[src/hw/protector_fault_pkg.sv]
// Package for the protector fault status bank.
// Assumes APB with 32-bit data; byte address is four times a register index.
package protector_fault_pkg;

  // APB byte address width
  localparam int ADDR_W = 14;
  localparam int IDX_W = 12;
  localparam int STAT_W = 8;
  localparam int CELLS = 16;

  // Register indexes; byte address is index times four
  localparam logic [IDX_W-1:0] IDX_PARITY_STATUS = 12'h53a;
  localparam logic [IDX_W-1:0] IDX_SELFTEST_STATUS = 12'h53b;
  localparam logic [IDX_W-1:0] IDX_OV_STATUS_HIGH = 12'h53c;
  localparam logic [IDX_W-1:0] IDX_OV_STATUS_LOW = 12'h53d;
  localparam logic [IDX_W-1:0] IDX_FAULT_CLEAR = 12'h550;

  // Values after reset
  localparam logic [STAT_W-1:0] STATUS_RESET = 8'h00;
  localparam logic [31:0] RDATA_RESET = 32'h0000_0000;

  // Parity status fields
  localparam int TEMP_PARITY_BIT = 1;
  localparam int VOLT_PARITY_BIT = 0;

  // Self-test status fields
  localparam int ABORT_BIT = 6;
  localparam int TEMP_PATH_BIT = 5;
  localparam int VOLT_PATH_BIT = 4;
  localparam int UT_COMP_BIT = 3;
  localparam int OT_COMP_BIT = 2;
  localparam int OV_COMP_BIT = 1;
  localparam int UV_COMP_BIT = 0;

  // Byte lanes of the clear register
  localparam int CLR_PARITY_LSB = 0;
  localparam int CLR_SELFTEST_LSB = 8;
  localparam int CLR_OV_LOW_LSB = 16;
  localparam int CLR_OV_HIGH_LSB = 24;

  // APB slave states
  typedef enum logic [1:0] {
    ST_IDLE = 2'b01,
    ST_ANSWER = 2'b10
  } apb_state_e;

endpackage : protector_fault_pkg

[src/hw/protector_fault_status_bank.sv]
// Protector fault status bank: parity, self-test and cell overvoltage flags.
// Assumes an APB master on sys_clk and fault inputs synchronous to sys_clk.
//
// Implementation choice: the APB interface to the registers.

// Contract
// - Either protector's self-test abort sets bit 6; a completed run leaves it 0
// - Temperature path fault sets bit 5, voltage path fault sets bit 4
// - Comparator failures: undertemp bit 3, overtemp 2, overvoltage 1, undervoltage 0
// - Cells 1 to 8 overvoltage at 0x053D, cell 8 in bit 7
// - Cell overvoltage flags come from the comparator, not the converter
module protector_fault_status_bank
  import protector_fault_pkg::*;
(
  input wire logic sys_clk,
  input wire logic resetn,
  input wire logic psel,
  input wire logic penable,
  input wire logic pwrite,
  input wire logic [ADDR_W-1:0] paddr,
  input wire logic [31:0] pwdata,
  output logic [31:0] prdata,
  output logic pready,
  output logic pslverr,
  input wire logic tempConfigParityError,
  input wire logic voltConfigParityError,
  input wire logic selftestStart,
  input wire logic voltSelftestAbort,
  input wire logic tempSelftestAbort,
  input wire logic tempPathSelftestError,
  input wire logic voltPathSelftestError,
  input wire logic undertempComparatorError,
  input wire logic overtempComparatorError,
  input wire logic overvoltageComparatorError,
  input wire logic undervoltageComparatorError,
  input wire logic [CELLS-1:0] cellOvCompare,
  output logic faultPresent
);

  apb_state_e state_ff;
  apb_state_e nxt_state;
  logic [31:0] prdata_ff;
  logic [31:0] nxt_prdata;
  logic pready_ff;
  logic nxt_pready;
  logic pslverr_ff;
  logic nxt_pslverr;
  logic faultPresent_ff;
  logic nxt_faultPresent;

  logic [STAT_W-1:0] parityStat;
  logic [STAT_W-1:0] selftestStat;
  logic [STAT_W-1:0] ovHighStat;
  logic [STAT_W-1:0] ovLowStat;
  logic [STAT_W-1:0] paritySet;
  logic [STAT_W-1:0] selftestSet;
  logic [STAT_W-1:0] selftestClr;
  logic [STAT_W-1:0] parityClr;
  logic [STAT_W-1:0] ovHighClr;
  logic [STAT_W-1:0] ovLowClr;
  logic [IDX_W-1:0] regIdx;
  logic aligned;
  logic clearWrite;

  // Decode
  always_comb begin
    regIdx = paddr[ADDR_W-1:2];
    aligned = (paddr[1:0] == 2'b00);
    clearWrite = (state_ff == ST_ANSWER) && psel && penable && pwrite &&
                 aligned && (regIdx == IDX_FAULT_CLEAR);
  end

  // Event sources of the sticky flags
  always_comb begin
    paritySet = '0;
    paritySet[TEMP_PARITY_BIT] = tempConfigParityError;
    paritySet[VOLT_PARITY_BIT] = voltConfigParityError;
    selftestSet = '0;
    selftestSet[ABORT_BIT] = voltSelftestAbort | tempSelftestAbort;
    selftestSet[TEMP_PATH_BIT] = tempPathSelftestError;
    selftestSet[VOLT_PATH_BIT] = voltPathSelftestError;
    selftestSet[UT_COMP_BIT] = undertempComparatorError;
    selftestSet[OT_COMP_BIT] = overtempComparatorError;
    selftestSet[OV_COMP_BIT] = overvoltageComparatorError;
    selftestSet[UV_COMP_BIT] = undervoltageComparatorError;
  end

  // Clears from software; a new self-test run starts from zero
  always_comb begin
    parityClr = clearWrite ? pwdata[CLR_PARITY_LSB +: STAT_W] : '0;
    ovLowClr = clearWrite ? pwdata[CLR_OV_LOW_LSB +: STAT_W] : '0;
    ovHighClr = clearWrite ? pwdata[CLR_OV_HIGH_LSB +: STAT_W] : '0;
    selftestClr = clearWrite ? pwdata[CLR_SELFTEST_LSB +: STAT_W] : '0;
    if (selftestStart) begin
      selftestClr = '1;
    end
  end

  sticky_flags #(.W(STAT_W)) parityFlags (
    .sys_clk(sys_clk),
    .resetn(resetn),
    .setIn(paritySet),
    .clearIn(parityClr),
    .flags(parityStat)
  );

  sticky_flags #(.W(STAT_W)) selftestFlags (
    .sys_clk(sys_clk),
    .resetn(resetn),
    .setIn(selftestSet),
    .clearIn(selftestClr),
    .flags(selftestStat)
  );

  // Cells 9..16 from comparator outputs only
  sticky_flags #(.W(STAT_W)) ovHighFlags (
    .sys_clk(sys_clk),
    .resetn(resetn),
    .setIn(cellOvCompare[CELLS-1:STAT_W]),
    .clearIn(ovHighClr),
    .flags(ovHighStat)
  );

  // Cells 1..8 from comparator outputs only
  sticky_flags #(.W(STAT_W)) ovLowFlags (
    .sys_clk(sys_clk),
    .resetn(resetn),
    .setIn(cellOvCompare[STAT_W-1:0]),
    .clearIn(ovLowClr),
    .flags(ovLowStat)
  );

  // APB slave, one wait state
  always_comb begin
    nxt_state = state_ff;
    nxt_prdata = prdata_ff;
    nxt_pready = 1'b0;
    nxt_pslverr = 1'b0;
    case (state_ff)
      ST_IDLE: begin
        if (psel && penable) begin
          nxt_state = ST_ANSWER;
          nxt_pready = 1'b1;
          nxt_prdata = RDATA_RESET;
          nxt_pslverr = !aligned;
          if (aligned) begin
            case (regIdx)
              IDX_PARITY_STATUS: begin
                nxt_prdata[STAT_W-1:0] = parityStat;
                nxt_pslverr = pwrite;
              end
              IDX_SELFTEST_STATUS: begin
                nxt_prdata[STAT_W-1:0] = selftestStat;
                nxt_pslverr = pwrite;
              end
              IDX_OV_STATUS_HIGH: begin
                nxt_prdata[STAT_W-1:0] = ovHighStat;
                nxt_pslverr = pwrite;
              end
              IDX_OV_STATUS_LOW: begin
                nxt_prdata[STAT_W-1:0] = ovLowStat;
                nxt_pslverr = pwrite;
              end
              IDX_FAULT_CLEAR: begin
                nxt_pslverr = 1'b0;
              end
              default: begin
                nxt_pslverr = 1'b1;
              end
            endcase
          end
        end
      end
      ST_ANSWER: begin
        nxt_state = ST_IDLE;
      end
      default: begin
        nxt_state = ST_IDLE;
      end
    endcase
  end

  always_comb begin
    nxt_faultPresent = |{parityStat, selftestStat, ovHighStat, ovLowStat};
  end

  always_ff @(posedge sys_clk or negedge resetn) begin
    if (!resetn) begin
      state_ff <= ST_IDLE;
      prdata_ff <= RDATA_RESET;
      pready_ff <= 1'b0;
      pslverr_ff <= 1'b0;
      faultPresent_ff <= 1'b0;
    end else begin
      state_ff <= nxt_state;
      prdata_ff <= nxt_prdata;
      pready_ff <= nxt_pready;
      pslverr_ff <= nxt_pslverr;
      faultPresent_ff <= nxt_faultPresent;
    end
  end

  assign prdata = prdata_ff;
  assign pready = pready_ff;
  assign pslverr = pslverr_ff;
  assign faultPresent = faultPresent_ff;
endmodule : protector_fault_status_bank

[src/hw/sticky_flags.sv]
// Sticky flag register: hardware sets, a clear vector clears.
// Assumes set and clear are synchronous to sys_clk; set wins over clear.
module sticky_flags
  import protector_fault_pkg::*;
#(
  parameter int W = 8
) (
  input wire logic sys_clk,
  input wire logic resetn,
  input wire logic [W-1:0] setIn,
  input wire logic [W-1:0] clearIn,
  output logic [W-1:0] flags
);

  logic [W-1:0] flags_ff;
  logic [W-1:0] nxt_flags;

  // Set wins over clear in the same cycle
  always_comb begin
    nxt_flags = (flags_ff & ~clearIn) | setIn;
  end

  always_ff @(posedge sys_clk or negedge resetn) begin
    if (!resetn) begin
      flags_ff <= '0;
    end else begin
      flags_ff <= nxt_flags;
    end
  end

  assign flags = flags_ff;

endmodule : sticky_flags

[config.mk]
export PLATFORM = sky130hd
export DESIGN_NAME = protector_fault_status_bank
export DESIGN_NICKNAME = d
export VERILOG_FILES = /design/src/hw/protector_fault_pkg.sv /design/src/hw/protector_fault_status_bank.sv /design/src/hw/sticky_flags.sv
export SDC_FILE = /design/constraint.sdc
export NUM_CORES = 1
export LEC_CHECK = 0
export BUFFER_PORTS_ARGS = -buffer_cell sky130_fd_sc_hd__buf_4
export CAP_MARGIN = 25
export CORE_UTILIZATION = 42
export DETAILED_ROUTE_END_ITERATION = 8
export GPL_ROUTABILITY_DRIVEN = 0
export GPL_TIMING_DRIVEN = 0
export PLACE_DENSITY = 0.84
export SLEW_MARGIN = 20
export SYNTH_ARGS = -nofsm -noshare
export SYNTH_HDL_FRONTEND = slang
export SYNTH_HIERARCHICAL = 1
export SYNTH_SLANG_ARGS = --single-unit
[constraint.sdc]
create_clock -name sys_clk -period 1.7 [get_ports sys_clk]
set_clock_uncertainty 0.2 [all_clocks]
set_input_delay 0.17 -clock sys_clk [delete_from_list [all_inputs] [get_ports sys_clk]]
set_output_delay 0.17 -clock sys_clk [all_outputs]
set_load 0.05 [all_outputs]
Word level (Yosys, flattened, before mapping)
Cells that the tools add are included.
W data, S select, Z words.
{"block": "word_totals", "out_inout_bits": 35, "word_cells": 56, "reg_bits": 45, "inputBits": 78}
{"block": "op_classes", "n_bitwise": 13, "eq_ne": 8, "mux": 15, "reduce_logical": 11}
{"cell": "$eq A12 B11 Y1 const B", "n": 5}
{"cell": "$mux W8", "n": 6}
{"cell": "$and A8 B8 Y8", "n": 4}
{"cell": "$not A8 Y8", "n": 4}
{"cell": "$pmux W8 S4", "n": 1}
{"cell": "$reduce_or A32 Y1", "n": 1}
{"cell": "$or A8 B8 Y8", "n": 2}
{"cell": "$or A8 B2 Y8", "n": 1}
{"cell": "$or A8 B7 Y8", "n": 1}
{"cell": "$logic_and A1 B1 Y1", "n": 6}
{"cell": "$mux W1", "n": 5}
{"cell": "$mux W2", "n": 2}
{"cell": "$reduce_or A4 Y1", "n": 1}
{"cell": "$eq A2 B1 Y1 const B", "n": 1}
{"cell": "$eq A2 B2 Y1 const B", "n": 1}
{"cell": "$logic_not A2 Y1", "n": 1}
{"cell": "$ne A2 B2 Y1 const B", "n": 1}
{"cell": "$pmux W1 S2", "n": 1}
{"cell": "$reduce_and A2 Y1", "n": 1}
{"cell": "$logic_not A1 Y1", "n": 1}
{"cell": "$or A1 B1 Y1", "n": 1}

Longest topological paths before layout
{"block": "logic_depth", "depth_word": 11, "mapped_depth": 8}

Hierarchy
The synthesis kept the hierarchy.
{"module": "protector_fault_status_bank", "seq_area_each_um2": 326.6, "n_inst": 1, "cells_each": 149, "area_each_um2": 1280.0}
{"module": "sticky_flags", "seq_area_each_um2": 200.2, "n_inst": 4, "cells_each": 24, "area_each_um2": 290.3}

Worst setup path after synthesis
OpenSTA, ideal clock, no wires.
{"block": "synth_path", "kind": "input-to-reg", "startpoint": "input paddr[2]", "endpoint": "register ovHighFlags.flags_ff[0], in the netlist ovHighFlags/flags[0]", "path_slack_ps": -534, "cell_stages": 8, "setup_ps": 118, "arrival_time_ps": 1916, "cell_sequence": "buf_6 -> or4_1 -> or3_4 -> nor4b_4 -> clkbuf_2 -> and2_1 -> inv_1 -> a21o_1"}
{"block": "synth_via", "elab_chain_len": 6}
{"item": "start: declaration", "line": "protector_fault_status_bank.sv:20", "rtl": "input wire logic [ADDR_W-1:0] paddr,"}
{"item": "$eq A12 B11 Y1", "line": "protector_fault_status_bank.sv:70", "rtl": "aligned && (regIdx == IDX_FAULT_CLEAR);"}
{"item": "$logic_and A1 B1 Y1", "line": "protector_fault_status_bank.sv:70"}
{"item": "$mux W8", "line": "protector_fault_status_bank.sv:92", "rtl": "ovHighClr = clearWrite ? pwdata[CLR_OV_HIGH_LSB +: STAT_W] : '0;"}
{"item": "net ovHighClr[0]", "line": "protector_fault_status_bank.sv:59", "rtl": "logic [STAT_W-1:0] ovHighClr;"}
{"item": "$not A8 Y8", "line": "sticky_flags.sv:20", "rtl": "nxt_flags = (flags_ff & ~clearIn) | setIn;"}
{"item": "$and A8 B8 Y8", "line": "sticky_flags.sv:20"}
{"item": "$or A8 B8 Y8", "line": "sticky_flags.sv:20"}
{"item": "net ovHighFlags.nxt_flags[0]", "line": "sticky_flags.sv:16", "rtl": "logic [W-1:0] nxt_flags;"}
{"item": "end signal: assignment", "line": "sticky_flags.sv:27", "rtl": "flags_ff <= nxt_flags;"}
{"item": "end: declaration", "line": "sticky_flags.sv:15", "rtl": "logic [W-1:0] flags_ff;"}
The timed path passes the listed nets, and every way through them passes these cells.
A chain may end at the register's enable or synchronous reset.

Final worst setup path
{"block": "layout_path", "startpoint": "input paddr[3]", "endpoint": "register parityFlags.flags_ff[0], in the netlist parityFlags/flags[0]"}
{"block": "layout_via", "elab_chain_len": 6}
{"item": "$eq A12 B11 Y1", "line": "protector_fault_status_bank.sv:70"}
{"item": "$logic_and A1 B1 Y1", "line": "protector_fault_status_bank.sv:70"}
{"item": "$mux W8", "line": "protector_fault_status_bank.sv:90", "rtl": "parityClr = clearWrite ? pwdata[CLR_PARITY_LSB +: STAT_W] : '0;"}
{"item": "net parityClr[0]", "line": "protector_fault_status_bank.sv:58", "rtl": "logic [STAT_W-1:0] parityClr;"}
{"item": "$not A8 Y8", "line": "sticky_flags.sv:20"}
{"item": "$and A8 B8 Y8", "line": "sticky_flags.sv:20"}
{"item": "$or A8 B2 Y8", "line": "sticky_flags.sv:20"}
{"item": "net parityFlags.nxt_flags[0]", "line": "sticky_flags.sv:16"}
{"item": "end signal: assignment", "line": "sticky_flags.sv:27"}
{"item": "end: declaration", "line": "sticky_flags.sv:15"}
The timed path passes the listed nets, and every way through them passes these cells.

==> results.json <==
{
  "status": "finished, violations left",
  "violations": "negative setup slack",
  "rsz0062_at_grt": "yes",
  "multiInputGateArea_um2": 1120,
  "drtAntennaViolNets": 0,
  "syn_area_um2": 2440,
  "async_flop_share": 1.00,
  "cp.arrival_ns": 2.06,
  "die_w_um": 78.2,
  "ys_seq_area_frac": 0.462,
  "ys_types": 30,
  "firstDrtPassIters": 5,
  "register_area_um2": 1130,
  "avgSynthCellArea_um2": 9.96,
  "vdd_drop_max_uv": 360,
  "synth_edf_count": 0,
  "drc": 0,
  "ys_top_cells_by_count": "dfrtp_1 (44), a21o_1 (42), inv_1 (35)",
  "viasPerCell": 4.77,
  "h-tree-depth": 2,
  "hold_viol_final": 0,
  "cts_sinks": 45,
  "drt_iter0_drc": 61,
  "slew_violations": 0,
  "overflow": 0,
  "syn_inst": 245,
  "synth-simple-area-share": 0.146,
  "finalPower_mw": 2.26,
  "ys_ff_latch": 45,
  "tns_ns": -10.63,
  "drt-wirelength-per-cell_um": 14.0,
  "dpl_cell_area_um2": 3290,
  "netlist.area_leader.share": 0.451,
  "p_leak_nw": 1.80,
  "synth_mux_area_frac": 0.0554,
  "synth_top_area_cell": "dfrtp_1",
  "path_clk_slew_ns": 0.08,
  "ys_warn_count": 6,
  "final_area_um2": 3820,
  "initial_core_util": 0.441,
  "synth_top_family_by_area": "compound AO/OA/AOI/OAI gates",
  "dp_hpwl_um": 4430,
  "min_period_ns": 2.07,
  "drt_wl_total_um": 6620,
  "layout-drive-gt1-share": 0.429,
  "grt_pass1_wl_um": 10500,
  "cts_tree": "done",
  "grt_pass1_vias": 2171,
  "hp-class": "input pin to register",
  "dieArea_um2": 6120,
  "syn_to_final_growth_pct": 56.7,
  "drv_cap": 0,
  "finalNonFillerCells": 473,
  "grt_max_degree": 46,
  "cp_max_fo": 10,
  "path_class": "input pin to register",
  "core_um2": 5540,
  "fill_cells": 457,
  "finalWorstSetupSlack_ns": -0.374,
  "cp-start-kind": "input pin",
  "grt_util_all_layers": 0.228,
  "cts_root_buf": "clkbuf_8",
  "fin_crit_sh": 1.22,
  "critPathCaptureType": "register",
  "synth_compound_area_frac": 0.189,
  "nets": 479,
  "antenna_found_initial": 0,
  "synthAdderAreaFrac": 0,
  "io_buffer_count": 86,
  "final_util": 0.690,
  "rows": 27,
  "cts_buffers": 5,
  "fin_hold_ws_ns": 0.0129,
  "cts_buffer_depth": 2,
  "ys.flop_type": "dfrtp_1",
  "yosysMostFrequentCell": "dfrtp_1",
  "slew_headroom": 0.607,
  "worst_pin_slew_ns": 0.590,
  "cp_data_required_time_ns": 1.68,
  "synth_xor_area_frac": 0,
  "p_per_area_nw_per_um2": 591,
  "io_pins": 113,
  "route.vias.total": 2258,
  "place_ws_ns": -0.861,
  "placed_cells": 433,
  "worstSkewPairLatency_ns": 0.29,
  "fp.dieH_um": 78.2,
  "setup_viol": 32,
  "synthTopCellsByArea": "dfrtp_1 (45%), a21o_1 (13%), buf_4 (7.7%)",
  "timing.fmax_mhz": 482,
  "antennaDiodeCount": 0
}
[logic make-up after synthesis]
kind of cell | count (synthesis)
AND/OR/NAND/NOR | 55
flip-flops | 45
buffers and inverters | 68
other | 1
AO/OA/AOI/OAI | 64
multiplexers | 12
[path summary, 6_finish.rpt]
kind / startpoint / to / slack, ns / cells past startpoint
worst max-delay path: paddr[3] / parityFlags/flags[0] / -0.37 / 9
worst min-delay path: pwrite / pslverr / 0.01 / 3
worst max register to register: state_ff[1] / parityFlags/flags[0] / -0.07 / 7
worst min register to register: prdata[1] / prdata[1] / 0.29 / 2
max in group asynchronous: resetn / prdata[2] / 0.69 / 2
min in group asynchronous: resetn / prdata[7] / 0.22 / 2
[state kept, by name (all words and copies together) (netlist names)]
signal,count
pready,1
prdata,8
selftestFlags/flags,8
state_ff,2
parityFlags/flags,8
ovLowFlags/flags,8
ovHighFlags/flags,8
faultPresent,1
pslverr,1
[what timing repair did]
action / CTS / global route
gates cloned: 1 / 1
gates resized for setup: 18 / 24
hold buffers: 27 / 0
endpoints found under the hold margin: 69 / 0
setup endpoints to repair: 40 / 40
pin swaps: 3 / 16
setup buffers: 3 / 1
[worst max-delay path, cell delays in order]
cell     delay (ns)
buf_8          0.10
or4_4          0.52
or3_4          0.35
nor4b_4        0.23
buf_6          0.19
buf_8          0.15
and2_1         0.14
inv_1          0.05
a21o_1         0.16
[placed cells by master, fill, tap and decap left out, drive strengths merged, types with 3 or more instances in the layout]
master / n
buf: 118
inv: 35
nor4: 8
a21o: 42
nand4: 3
mux2: 12
clkbuf: 14
nand2: 8
a22oi: 8
dfrtp: 44
dlygate4sd3: 27
conb: 31
and2: 24
o21ai: 9
[report_power, final]
part           switching [mW]  internal, mW  total (mW)  leakage, nW
logic                   0.250         0.244       0.493         1.29
clock network           0.344         0.323       0.667       0.0443
registers              0.0132          1.09        1.10        0.466
[routing by layer]
| layer | track usage | routed length (um) |
|---|---|---|
| met5 | 0 | 0 |
| met4 | 0.0500 | 46 |
| met3 | 0.0558 | 488 |
| met2 | 0.405 | 3430 |
| met1 | 0.278 | 2660 |
[layout make-up]
type                    instances  share of cell area
repair buffers                119               0.257
well taps                      72              0.0236
inverters                      35              0.0343
clock buffers                   7              0.0226
multi-input cells             162               0.294
plain buffers                  33              0.0743
flip-flops and latches         45               0.295
Power figures use the tool's default switching activity.
